**config.mk**
```make
export PLATFORM = sky130hd
export DESIGN_NAME = sead_decoder
export DESIGN_NICKNAME = d
export VERILOG_FILES = /design/src/sead_edge.v /design/src/sead_decoder.v
export VERILOG_INCLUDE_DIRS = /design/src
export SDC_FILE = /design/constraint.sdc
export NUM_CORES = 1
export LEC_CHECK = 0
export ABC_AREA = 1
export BUFFER_PORTS_ARGS = -buffer_cell sky130_fd_sc_hd__buf_2
export CORE_MARGIN = 1.5
export CORE_UTILIZATION = 40
export DETAILED_ROUTE_END_ITERATION = 12
export SLEW_MARGIN = 20
export SYNTH_ARGS = -nofsm -noshare
export SYNTH_HDL_FRONTEND = slang
export SYNTH_SLANG_ARGS = --single-unit
export TNS_END_PERCENT = 100
```
**constraint.sdc**
```tcl
create_clock -name ref_clk -period 1.6 [get_ports ref_clk]
set_input_delay 0.32 -clock ref_clk [delete_from_list [all_inputs] [get_ports ref_clk]]
set_output_delay 0.32 -clock ref_clk [all_outputs]
set_load 0.005 [all_outputs]
```
**src/sead_regs.vh**
```
`ifndef SEAD_REGS_VH
`define SEAD_REGS_VH

// Address byte field positions
`define SEAD_TYPE_MSB    7
`define SEAD_TYPE_LSB    4
`define SEAD_ADDR_MSB    3
`define SEAD_ADDR_LSB    1
`define SEAD_RW_BIT      0

// Type identifiers
`define SEAD_TYPE_MEM    4'ha
`define SEAD_TYPE_PAGE   4'h6

// Bits in one address byte
`define SEAD_BYTE_BITS   4'h8

// Reset value of the shift register
`define SEAD_SHIFT_RST   8'h00

`endif

```
**src/sead_edge.v**
```verilog
// Registers the bus pins and reports edges and bus conditions
module sead_edge (
  ref_clk,
  rst_n,
  scl_in,
  sda_in,
  scl_rise,
  scl_fall,
  start_det,
  stop_det,
  sda_q
);
  input  wire ref_clk;
  input  wire rst_n;
  input  wire scl_in;
  input  wire sda_in;
  output wire scl_rise;
  output wire scl_fall;
  output wire start_det;
  output wire stop_det;
  output reg  sda_q;

  reg scl_q;
  reg scl_p_q;
  reg sda_p_q;

  always @(posedge ref_clk or negedge rst_n) begin
    if (!rst_n) begin
      scl_q   <= 1'b1;
      sda_q   <= 1'b1;
      scl_p_q <= 1'b1;
      sda_p_q <= 1'b1;
    end else begin
      scl_q   <= scl_in;
      sda_q   <= sda_in;
      scl_p_q <= scl_q;
      sda_p_q <= sda_q;
    end
  end

  assign scl_rise  = scl_q & ~scl_p_q;
  assign scl_fall  = ~scl_q & scl_p_q;
  // Start: data falls while clock stays high
  assign start_det = scl_q & scl_p_q & sda_p_q & ~sda_q;
  assign stop_det  = scl_q & scl_p_q & ~sda_p_q & sda_q;
endmodule // sead_edge

```
**src/sead_decoder.v**
```verilog
// What this block does
// - After each Start, first byte is 7-bit address plus read/write bit.
// - Split byte: type bits 7-4, address bits 3-1, read/write bit 0.
// - Type 1010 selects the memory read and write path.
// - Type 0110 selects the page-address function.
// - Address bits must equal the three strap inputs to match.
// - Bit 0 set means read, clear means write.
// - On full match, acknowledge during the ninth clock.
// - On mismatch, leave not-acknowledge and return to standby.
// - Hold data low through the whole high phase of ninth clock.
// - Detect Start as data falling while clock high; idle until then.
`include "sead_regs.vh"

module sead_decoder (
  ref_clk,
  rst_n,
  scl_in,
  sda_in,
  sda_out,
  sda_oe,
  strap_addr_bit2,
  strap_addr_bit1,
  strap_addr_bit0,
  sel_mem,
  sel_page,
  sel_read,
  addr_valid,
  standby
);
  input  wire ref_clk;
  input  wire rst_n;
  input  wire scl_in;
  input  wire sda_in;
  output reg  sda_out;
  output reg  sda_oe;
  input  wire strap_addr_bit2;
  input  wire strap_addr_bit1;
  input  wire strap_addr_bit0;
  output reg  sel_mem;
  output reg  sel_page;
  output reg  sel_read;
  output reg  addr_valid;
  output reg  standby;

  // Address-phase states
  localparam [1:0] ST_IDLE  = 2'd0;
  localparam [1:0] ST_SHIFT = 2'd1;
  localparam [1:0] ST_ACK   = 2'd2;
  localparam [1:0] ST_SEL   = 2'd3;

  // Pin edge and bus condition strobes
  wire       scl_rise;
  wire       scl_fall;
  wire       start_det;
  wire       stop_det;
  wire       sda_s;

  // State, bit counter and answer of the address phase
  reg  [1:0] state_q;
  reg  [1:0] state_d;
  reg  [7:0] shift_q;
  reg  [7:0] shift_d;
  reg  [3:0] cnt_q;
  reg  [3:0] cnt_d;
  reg        ack_q;
  reg        ack_d;
  reg        ack_seen_q;
  reg        ack_seen_d;

  // Next values of the selection outputs
  reg        sel_mem_d;
  reg        sel_page_d;
  reg        sel_read_d;
  reg        valid_d;

  // Decoded fields
  wire [3:0] type_id;
  wire [2:0] addr_rx;
  wire [2:0] strap;
  wire [2:0] addr_eq;
  wire       is_mem;
  wire       is_page;
  wire       hit;
  genvar     g;

  // Registered pins and edge strobes
  sead_edge u_edge (
    .ref_clk   (ref_clk),
    .rst_n     (rst_n),
    .scl_in    (scl_in),
    .sda_in    (sda_in),
    .scl_rise  (scl_rise),
    .scl_fall  (scl_fall),
    .start_det (start_det),
    .stop_det  (stop_det),
    .sda_q     (sda_s)
  );

  // Fields of the captured address byte
  assign type_id = shift_q[`SEAD_TYPE_MSB:`SEAD_TYPE_LSB];
  assign addr_rx = shift_q[`SEAD_ADDR_MSB:`SEAD_ADDR_LSB];
  assign strap   = {strap_addr_bit2, strap_addr_bit1, strap_addr_bit0};
  assign is_mem  = (type_id == `SEAD_TYPE_MEM);
  assign is_page = (type_id == `SEAD_TYPE_PAGE);

  // One comparator per strap pin; all three must agree for a match
  generate
    for (g = 0; g < 3; g = g + 1) begin : g_strap
      assign addr_eq[g] = (addr_rx[g] == strap[g]);
    end
  endgenerate

  assign hit     = (is_mem | is_page) & (&addr_eq);

  // Next-state logic; Start and Stop override the current state
  always @* begin
    state_d    = state_q;
    shift_d    = shift_q;
    cnt_d      = cnt_q;
    ack_d      = ack_q;
    ack_seen_d = ack_seen_q;
    sel_mem_d  = sel_mem;
    sel_page_d = sel_page;
    sel_read_d = sel_read;
    valid_d    = addr_valid;
    if (start_det) begin
      // Every Start, repeated or not, restarts address capture
      state_d    = ST_SHIFT;
      shift_d    = `SEAD_SHIFT_RST;
      cnt_d      = 4'h0;
      ack_d      = 1'b0;
      ack_seen_d = 1'b0;
      valid_d    = 1'b0;
    end else if (stop_det) begin
      // Stop ends any transfer and sends the device back to standby
      state_d = ST_IDLE;
      ack_d   = 1'b0;
      valid_d = 1'b0;
    end else begin
      case (state_q)
        ST_IDLE: begin
          // Standby: bus traffic is ignored until a Start
          ack_d = 1'b0;
        end
        ST_SHIFT: begin
          if (scl_rise) begin
            // Sample data on the registered clock rise
            shift_d = {shift_q[6:0], sda_s};
            // Count received bits up to a full byte
            cnt_d   = cnt_q + 4'h1;
          end else if (scl_fall && cnt_q == `SEAD_BYTE_BITS) begin
            // Drive the answer from the falling edge before the ninth clock
            state_d    = ST_ACK;
            ack_d      = hit;
            ack_seen_d = 1'b0;
            // Selection outputs follow the byte even on a mismatch
            sel_mem_d  = is_mem;
            sel_page_d = is_page;
            sel_read_d = shift_q[`SEAD_RW_BIT];
          end
        end
        ST_ACK: begin
          if (scl_rise) begin
            // Ninth clock high phase has begun
            ack_seen_d = 1'b1;
          end else if (scl_fall && ack_seen_q) begin
            // Release only after the ninth clock high phase ends
            ack_d = 1'b0;
            if (ack_q) begin
              state_d = ST_SEL;
              valid_d = 1'b1;
            end else begin
              state_d = ST_IDLE;
            end
          end
        end
        ST_SEL: begin
          // Selected: later bytes belong to the path chosen by sel_mem or sel_page
          ack_d = 1'b0;
        end
        default: begin
          // Unused code: recover to standby
          state_d = ST_IDLE;
          ack_d   = 1'b0;
        end
      endcase
    end
  end

  // Every output leaves from a flip-flop
  always @(posedge ref_clk or negedge rst_n) begin
    if (!rst_n) begin
      // Standby with the data line released
      state_q    <= ST_IDLE;
      shift_q    <= `SEAD_SHIFT_RST;
      cnt_q      <= 4'h0;
      ack_q      <= 1'b0;
      ack_seen_q <= 1'b0;
      sda_out    <= 1'b0;
      sda_oe     <= 1'b0;
      sel_mem    <= 1'b0;
      sel_page   <= 1'b0;
      sel_read   <= 1'b0;
      addr_valid <= 1'b0;
      standby    <= 1'b1;
    end else begin
      state_q    <= state_d;
      shift_q    <= shift_d;
      cnt_q      <= cnt_d;
      ack_q      <= ack_d;
      ack_seen_q <= ack_seen_d;
      // Open drain: the value is always low, the enable does the work
      sda_out    <= 1'b0;
      sda_oe     <= ack_d;
      sel_mem    <= sel_mem_d;
      sel_page   <= sel_page_d;
      sel_read   <= sel_read_d;
      addr_valid <= valid_d;
      standby    <= (state_d == ST_IDLE);
    end
  end
endmodule // sead_decoder

```
==> flow_summary.yaml, run 1 <==
placement:
  post-dp-hpwl_um: 1720
  place.gp.congestion: 0.718
  place_inst: 197
  io_buffers: 12
synth:
  syn_avg_cell_area_um2: 8.94
  synth_mux_area_frac: 0.0235
  synthSimpleGateAreaFrac: 0.235
  synth_top_family_by_area: "simple AND/OR/NAND/NOR gates"
  ys_types: 24
  synth_top_area_frac: 0.391
  ys_warn_count: 0
  synth_fa_ha_area_frac: 0.0489
  synthCells: 143
  syn_nets: 155
  yosys_register_bits: 25
  yosys.area.top_type: "dfrtp_1"
  synth-compound-area-share: 0.0851
  synth_xor_xnor_area_share: 0.0137
  yosys-top-cells-area: "dfrtp_1 (39%), dfstp_2 (10%), inv_1 (7.3%)"
  netlist_area_um2: 1280
  seq_area_frac_synth: 0.494
clock_tree:
  cts.htree.levels: 1
  tritoncts: "done"
  cts_sinks: 25
  cts_made_buffers: 3
  clockRootBuffer: "clkbuf_4"
  clock_path_buffers: 2
  clk-insertion-delay-late_ps: 310
  post_cts_buffers: 0
  clkTransAtPathRegs_ps: 120
timing:
  slew_headroom: 0.643
  layout_worst_path_cycle_share: 0.920
  setup-violations-final: 0
  fin_crit_ps: 1470
  fmax_ghz: 0.679
  rsz0062_at_grt: "no"
  tns_ps: 0
  final_max_slew_viol_count: 0
  hold_viol: 0
  tightest_slew_ps: 536
  clock-skew-final_ps: 4.50
die:
  initial_utilization: 0.419
  core_um2: 3050
  die_area_um2: 3550
  num_rows: 20
  fp.dieH_um: 59.5
  io_pins: 14
  fp.dieW_um: 59.5
drt:
  wl_per_cell_um: 11.1
  drt_iter0_drc: 30
  drtAntennaViolNets: 0
  drc: 0
  firstDrtPassIters: 4
  drt_wl_total_um: 2240
  vias: 930
  routed_via_density: 4.60
cells_and_area:
  nets: 171
  n_fill_cell: 330
  layout-drive-gt1-share: 0.234
  synthToLayoutAreaGrowth_pct: 10.9
  regMostFlops: "shift_q"
  layout_commonest_cell: "inv_1"
  multi_input_area_um2: 526
  final_cell_count_no_fill: 202
  diodes: 0
  final_cell_mix: "inv_1 (25), nand2_1 (24), dfrtp_1 (20)"
  reg_top3: "shift_q x8, cnt_q x4, state_q x2"
  seqCellArea_um2: 632
  largest_reg_flops: 8
min_path:
  min_to: "u_edge.sda_q"
  hold_start: "sda_in"
  worstHoldPathCells: 1
  hp-class: "primary input to register"
run_status:
  status: "finished, final reports clean"
global_route:
  gr-total-overflow: 0
  track_usage: 0.157
  grt_max_degree: 26
  grt_pass1_vias: 959
  grt_pass1_wl_um: 4150
  antenna_found_initial: 0
critical_path:
  crit_fanout: 4
  r2r_slack_ps: 130
  reg2reg_from: "state_q[0]"
  endpoint_kind: "register"
  critPathLaunchType: "register"
  worstReg2RegEnd: "standby"
  critPathRequiredTime_ps: 1860
  crit_type: "register to register"
  worstRegToRegCells: 9
  arrival_ps: 1730
flow_run:
  max_cap_viol_count: 0
pwr:
  cellLeakagePower_nw: 0.699
  irDropWorstVdd_v: 0.000491
  power_density_nw_per_um2: 1020
synthesized netlist by cell type:
library cell,number
inv_1,25
nand2_1,24
dfrtp_1,20
nand3_1,8
nor2_1,8
o22ai_1,7
a21oi_1,5
dfstp_2,5
ha_1,5
o21ai_0,5
buf_4,3
nand2_2,3
nand2_4,3
nor3_1,3
o21ai_1,3
inv_2,2
mux2_4,2
nand3b_1,2
nand4_1,2
nor2_2,2
nor2_4,2
xnor2_1,2
conb_1,1
nand3_2,1
layout make-up:
class | count | share of cell area
sequential | 25 | 0.446
clock buffer | 4 | 0.0185
tap | 44 | 0.0388
multi-input combinational | 88 | 0.371
timing repair buffer | 14 | 0.0547
inverter | 27 | 0.0715
metal layers:
layer  share of wire  up-vias  GRT usage
met3           0.032        2     0.0459
li1                -      483          -
met1            0.48      435      0.200
met2            0.48       10      0.261
met5               0        -          0
met4          0.0076        0     0.0413
power by group:
group          internal (W)  leakage (nW)  switching, W
Combinational      0.000140         0.358      0.000242
Clock             0.0000974        0.0150      0.000175
Sequential         0.000735         0.326     0.0000506
stage by stage:
stage | hold slack (ps) | setup WS (ps) | power [W] | instance area, µm² | utilization
after floorplan | 24.4 | 257 | 0.00109 | 1280 | -
after global placement | 335 | 124 | 0.00117 | 1380 | 0.452
after detailed placement | 346 | 57.0 | 0.00118 | 1380 | 0.452
after CTS | 73.0 | 39.6 | 0.00147 | 1420 | 0.464
after global routing | 54.5 | 5.23 | 0.00157 | 1420 | 0.464
final | 91.3 | 128 | 0.00144 | 1420 | 0.464
repair_timing:
action / CTS / global route
setup endpoints to repair: 0 / 3
resized for setup: 0 / 1
hold buffers: 1 / 0
endpoints found under the hold margin: 20 / 0
worst max-delay path, stage by stage (launching register included):
cell	delay, ps
dfrtp_1	420
inv_1	80
ha_1	320
inv_1	100
nand2_1	60
nor2_1	130
nand3b_1	120
nand2_1	50
inv_1	90
nor2_2	50
worst max path at each step:
stage	from	to	slack, ps	cells past startpoint
after floorplan	cnt_q[0]	sel_mem	260	6
after global placement	state_q[1]	cnt_q[3]	120	7
after detailed placement	state_q[1]	cnt_q[3]	60	7
after CTS	state_q[1]	cnt_q[3]	40	7
after global routing	u_edge.scl_q	cnt_q[3]	5	7
final	state_q[0]	standby	130	9
cells by family (layout without fill, tap and decap cells):
family,count (synthesis),after routing
other cells,1,1
compound gates,20,20
buf+inv,30,45
simple gates,58,58
mux,2,2
xor+xnor,2,2
flops,25,25
fa+ha+maj,5,5
Power figures use the tool's default switching activity.
==> run 2, diff against run 1 <==
- ABC_AREA: 1 -> not set
- SLEW_MARGIN: 20 -> not set
==> run 2 against run 1 <==
  * Hold slack got worse by 8.8 ps
  * The run now ends with design-rule violations left
  * Flip-flop and latch count did not move
  * Largest cell class unchanged
  * Die area fell by 6.1%
  * Routed wire length fell by 0.13%
  * Non-clock buffer count rose by 9
  * Global-route usage fell by 0.66 points
  * Clock power rose by 2%
  * Final area fell by 1.9%
  * Register-to-register slack got worse by 100 ps
  * Combinational power fell by 8.4%
  * Critical path depth fell by 5
  * Clock-buffer cell count did not move
==> flow_summary.yaml, run 2 <==
run_status:
  status: "finished with violations"
  failed_checks: "design-rule violations"
global_route:
  gr-total-overflow: 0
  track_usage: 0.150
  antenna_found_initial: 0
  grt_pass1_wl_um: 3790
  grt_pass1_vias: 818
  grt_max_degree: 26
flow_run:
  max_cap_viol_count: 0
drt:
  drc: 6
  vias: 875
  drt_wl_total_um: 2240
  drtAntennaViolNets: 0
  firstDrtPassIters: 8
  wl_per_cell_um: 13.7
  routed_via_density: 5.37
  drt_iter0_drc: 20
timing:
  slew_headroom: 0.636
  tns_ps: 0
  hold_viol: 0
  final_max_slew_viol_count: 0
  holdWs_ps: 82.5
  fmax_ghz: 0.634
  setup-violations-final: 0
  fin_crit_ps: 1580
  tightest_slew_ps: 545
  rsz0062_at_grt: "yes"
  clock-skew-final_ps: 5.27
  layout_worst_path_cycle_share: 0.985
cells_and_area:
  largest_reg_flops: 8
  final_cell_count_no_fill: 163
  nets: 145
  layout_commonest_cell: "dfrtp_1"
  layout-drive-gt1-share: 0.288
  regMostFlops: "shift_q"
  final_cell_mix: "dfrtp_1 (20), nand2_1 (15), buf_2 (12)"
  diodes: 0
  synthToLayoutAreaGrowth_pct: 16.2
  reg_top3: "shift_q x8, cnt_q x4, state_q x2"
synth:
  synth_ff_type: "dfrtp_1"
  ys_warn_count: 0
  syn_avg_cell_area_um2: 11.0
  synthCells: 109
  synth_top_area_frac: 0.418
  yosys.area.top_type: "dfrtp_1"
  seq_area_frac_synth: 0.528
  yosys-top-cells-area: "dfrtp_1 (42%), dfstp_2 (11%), a22o_1 (5.9%)"
  ys_types: 37
  syn_nets: 121
  netlist_area_um2: 1200
  synth_edf_count: 0
  yosys_register_bits: 25
  synth_common_cells: "dfrtp_1 (20), nand2_1 (15), a22o_1 (8)"
  async_reset_ff_frac: 1.00
  yosysMostFrequentCell: "dfrtp_1"
die:
  fp.dieH_um: 57.7
  num_rows: 19
  die_area_um2: 3330
  io_pins: 14
  initial_utilization: 0.427
  fp.dieW_um: 57.7
  core_um2: 2810
clock_tree:
  cts_made_buffers: 3
  clockRootBuffer: "clkbuf_4"
  cts.htree.levels: 1
  clkTransAtPathRegs_ps: 130
  clk-insertion-delay-late_ps: 320
  tritoncts: "done"
  cts_sinks: 25
  clock_path_buffers: 2
pwr:
  cellLeakagePower_nw: 0.682
  power_density_nw_per_um2: 1010
  irDropWorstVdd_v: 0.000485
critical_path:
  crit_buf_inv: 0
  critPathLaunchType: "register"
  worstRegToRegCells: 4
  critPathRequiredTime_ps: 1860
  crit_path_top_delay_cell: "dfstp_2"
  crit_chain: "and2b_1 -> a31oi_1 -> or4_1 -> a21oi_1"
  slowest_delay_ps: 600
  crit_fanout: 8
  cp.depth: 4
  cp_top_family: "simple AND/OR/NAND/NOR gates"
  endpoint_kind: "register"
  crit_type: "register to register"
  arrival_ps: 1840
placement:
  place.gp.congestion: 0.790
  place_inst: 156
  post-dp-hpwl_um: 1680
  io_buffers: 12
min_path:
  hp-class: "primary input to register"
  worstHoldPathCells: 1
-- run 2: per-stage QoR --
step	total power [W]	instance area, µm²	utilization	setup slack [ps]
after floorplan	0.000970	1200	-	72.2
after global placement	0.00110	1340	0.477	67.0
after detailed placement	0.00111	1340	0.477	41.1
after CTS	0.00140	1370	0.490	20.8
after global routing	0.00151	1390	0.496	-16.9
final	0.00140	1390	0.496	23.2
-- run 2: report_power, final --
part	total, W	internal (W)	switching [W]
clock	0.000278	0.0000977	0.000181
combinational	0.000351	0.000185	0.000166
sequential	0.000775	0.000715	0.0000594
-- run 2: area by class of cell --
type                       count  area, µm²
timing repair buffer          23        145
multi-input combinational     75        531
fill                         258       1410
clock buffer                   4       26.3
tap                           31       38.8
inverter                       5       18.8
sequential                    25        632
-- run 2: kinds of logic (layout without fill, tap and decap cells) --
group                    after synthesis  count (layout)  share of synthesized area
AND/OR/NAND/NOR                       42              42                      0.211
flip-flops                            25              25                      0.528
AO/OA/AOI/OAI                         19              19                      0.115
buffers and inverters                  9              32                     0.0314
XOR/XNOR                               7               7                     0.0512
adder cells (fa/ha/maj)                5               5                     0.0522
other                                  1               1                    0.00313
multiplexers                           1               1                    0.00836
-- run 2: routing by layer --
| layer | up-vias | share of wire | GRT usage |
|---|---|---|---|
| met5 | - | 0 | 0 |
| li1 | 432 | - | - |
| met1 | 422 | 0.47 | 0.212 |
| met3 | 5 | 0.030 | 0.0268 |
| met2 | 16 | 0.48 | 0.226 |
| met4 | 0 | 0.022 | 0.0698 |
-- run 2: timing repair --
item,4_1_cts,5_1_grt
setup buffers,0,2
endpoints found under the hold margin,20,0
endpoints found under the setup margin,0,3
gates resized for setup,0,2
hold buffers,1,0
-- run 2: final timing paths --
path	from	end	slack, ps
min	scl_in	u_edge.scl_q	80
max reg2reg	u_edge.scl_p_q	ack_q	20
max	u_edge.scl_p_q	ack_q	20
min reg2reg	u_edge.sda_q	u_edge.sda_p_q	410
max in group asynchronous	rst_n	u_edge.sda_p_q	730
min in group asynchronous	rst_n	sel_mem	500
==> run 3, diff against run 2 <==
- PLACE_DENSITY_LB_ADDON: not set -> 0.1
- clock period: 1.6 -> 1.93 ns (I/O delays scaled with it)
==> run 3 against run 2 <==
  * The flow still finishes with violations (design-rule violations)
  * Register-to-register slack gained 180 ps
  * Sequential share of layout area rose by 2.9 points
  * Via count decreased by 6.1%
  * Routed wire length up 0.89%
  * Hold slack got worse by 60 ps
  * Fmax is 8.6% lower
  * First-iteration DRC count shrank 70%
  * Sequential power down 15%
  * Combinational power shrank 40%
  * Core utilization decreased by 2.9 points
  * Non-clock buffer count fell by 11
  * Worst setup slack improved by 180 ps
  * Largest power group unchanged
  * Highest routed layer unchanged
==> flow_summary.yaml, run 3 (synthesized netlist as in run 2, its figures left out) <==
run_status:
  status: "finished with violations"
  failed_checks: "design-rule violations"
min_path:
  hp-class: "primary input to async pin"
cells_and_area:
  final_cell_mix: "dfrtp_1 (20), nand2_1 (15), buf_2 (12)"
  regMostFlops: "shift_q"
  diodes: 0
  reg_top3: "shift_q x8, cnt_q x4, state_q x2"
  synthToLayoutAreaGrowth_pct: 9.30
  largest_reg_flops: 8
  design_area_um2: 1310
  layout_commonest_cell: "dfrtp_1"
  layout-drive-gt1-share: 0.223
  nets: 134
global_route:
  grt_max_degree: 26
  gr-total-overflow: 0
  grt_pass1_wl_um: 3910
  grt_pass1_vias: 859
  met3_usage: 0.0402
  top_usage_layer: "met2"
  grt_use_met1: 0.214
  track_usage: 0.153
  antenna_found_initial: 0
  use_met2: 0.239
critical_path:
  arrival_ps: 1980
  crit_path_top_delay_cell: "dfstp_2"
  worstRegToRegCells: 4
  crit_end: "ack_q"
  crit_buf_inv: 0
  reg2reg_from: "u_edge.scl_p_q"
  crit_fanout: 8
  critPathRequiredTime_ps: 2190
  crit_chain: "nand3b_1 -> and2_4 -> or4_1 -> a21oi_1"
  slowest_delay_ps: 630
  crit_type: "register to register"
  worstReg2RegEnd: "ack_q"
  startpoint: "u_edge.scl_p_q"
  cp.depth: 4
  endpoint_kind: "register"
  critPathLaunchType: "register"
  cp_top_family: "simple AND/OR/NAND/NOR gates"
  r2r_slack_ps: 210
timing:
  fin_crit_ps: 1720
  final_max_slew_viol_count: 0
  clock-skew-final_ps: 8.14
  slew_headroom: 0.634
  hold_viol: 0
  rsz0062_at_grt: "no"
  tightest_slew_ps: 549
  layout_worst_path_cycle_share: 0.893
  fmax_ghz: 0.580
  setup-violations-final: 0
  tns_ps: 0
die:
  num_rows: 19
  io_pins: 14
  die_area_um2: 3330
  fp.dieW_um: 57.7
  initial_utilization: 0.427
  fp.dieH_um: 57.7
  core_um2: 2810
clock_tree:
  cts_made_buffers: 3
  clock_path_buffers: 2
  clk-insertion-delay-late_ps: 320
  clkTransAtPathRegs_ps: 150
  clockRootBuffer: "clkbuf_4"
  cts_sinks: 25
  cts_hold_buffers: 0
  post_cts_buffers: 0
  ctsResizeCount: 0
  cts.htree.levels: 1
  tritoncts: "done"
placement:
  io_buffers: 12
  place.gp.congestion: 0.721
  post_dp_cell_area_um2: 1280
  post-dp-hpwl_um: 1620
pwr:
  cellLeakagePower_nw: 0.633
  irDropWorstVdd_v: 0.000700
  power_density_nw_per_um2: 854
drt:
  drc: 2
  routed_via_density: 5.41
  vias: 822
  drt_wl_total_um: 2260
  wl_per_cell_um: 14.8
  drtAntennaViolNets: 0
  firstDrtPassIters: 8
  drt_iter0_drc: 6
flow_run:
  max_cap_viol_count: 0
==> run 3: cell types whose count changed in the layout (fill, tap and decap cells not counted), sizes merged <==
cell / previous run / this run
clkbuf: 4 / 3
dlygate4sd3: 1 / 0
inv: 5 / 6
buf: 22 / 12
==> run 3: how the worst min path moves through the flow <==
stage / startpoint / to / slack, ps / cells past startpoint
floorplan: rst_n / ack_q / 90 / 0
global placement: u_edge.sda_q / u_edge.sda_p_q / 390 / 0
detailed placement: u_edge.sda_q / u_edge.sda_p_q / 390 / 0
CTS: rst_n / sel_read / 30 / 1
global route: rst_n / sel_read / 40 / 1
finish: rst_n / sel_read / 20 / 1
==> run 3: routing by layer <==
layer / vias to the layer above / routed length [µm]
li1: 408 / -
met1: 396 / 1140
met2: 12 / 1020
met3: 6 / 49
met4: 0 / 48
met5: - / 0
==> run 3: area by class of cell <==
cell class | instances | area [µm²]
Sequential cell | 25 | 632
Clock buffer | 3 | 22.5
Tap cell | 31 | 38.8
Timing Repair Buffer | 12 | 60.1
Inverter | 5 | 18.8
Clock inverter | 1 | 8.76
Multi-Input combinational cell | 75 | 528
Fill cell | 276 | 1500
==> run 3: per-stage QoR <==
stage | util | setup WS (ps) | std cells | hold slack (ps) | total power [W]
after global routing | 0.467 | 106 | 152 | 44.7 | 0.00120
after detailed placement | 0.455 | 254 | 148 | 393 | 0.000874
after CTS | 0.467 | 204 | 152 | 28.0 | 0.00113
final | 0.467 | 206 | 152 | 22.4 | 0.00112
after floorplan | - | 402 | 109 | 90.4 | 0.000804
after global placement | 0.455 | 243 | 148 | 389 | 0.000872
==> run 3: power by group <==
part	total, W	internal, W	switching, W	leakage (nW)
Clock	0.000253	0.0000843	0.000168	0.0183
Sequential	0.000657	0.000593	0.0000638	0.328
Combinational	0.000209	0.0000962	0.000112	0.287
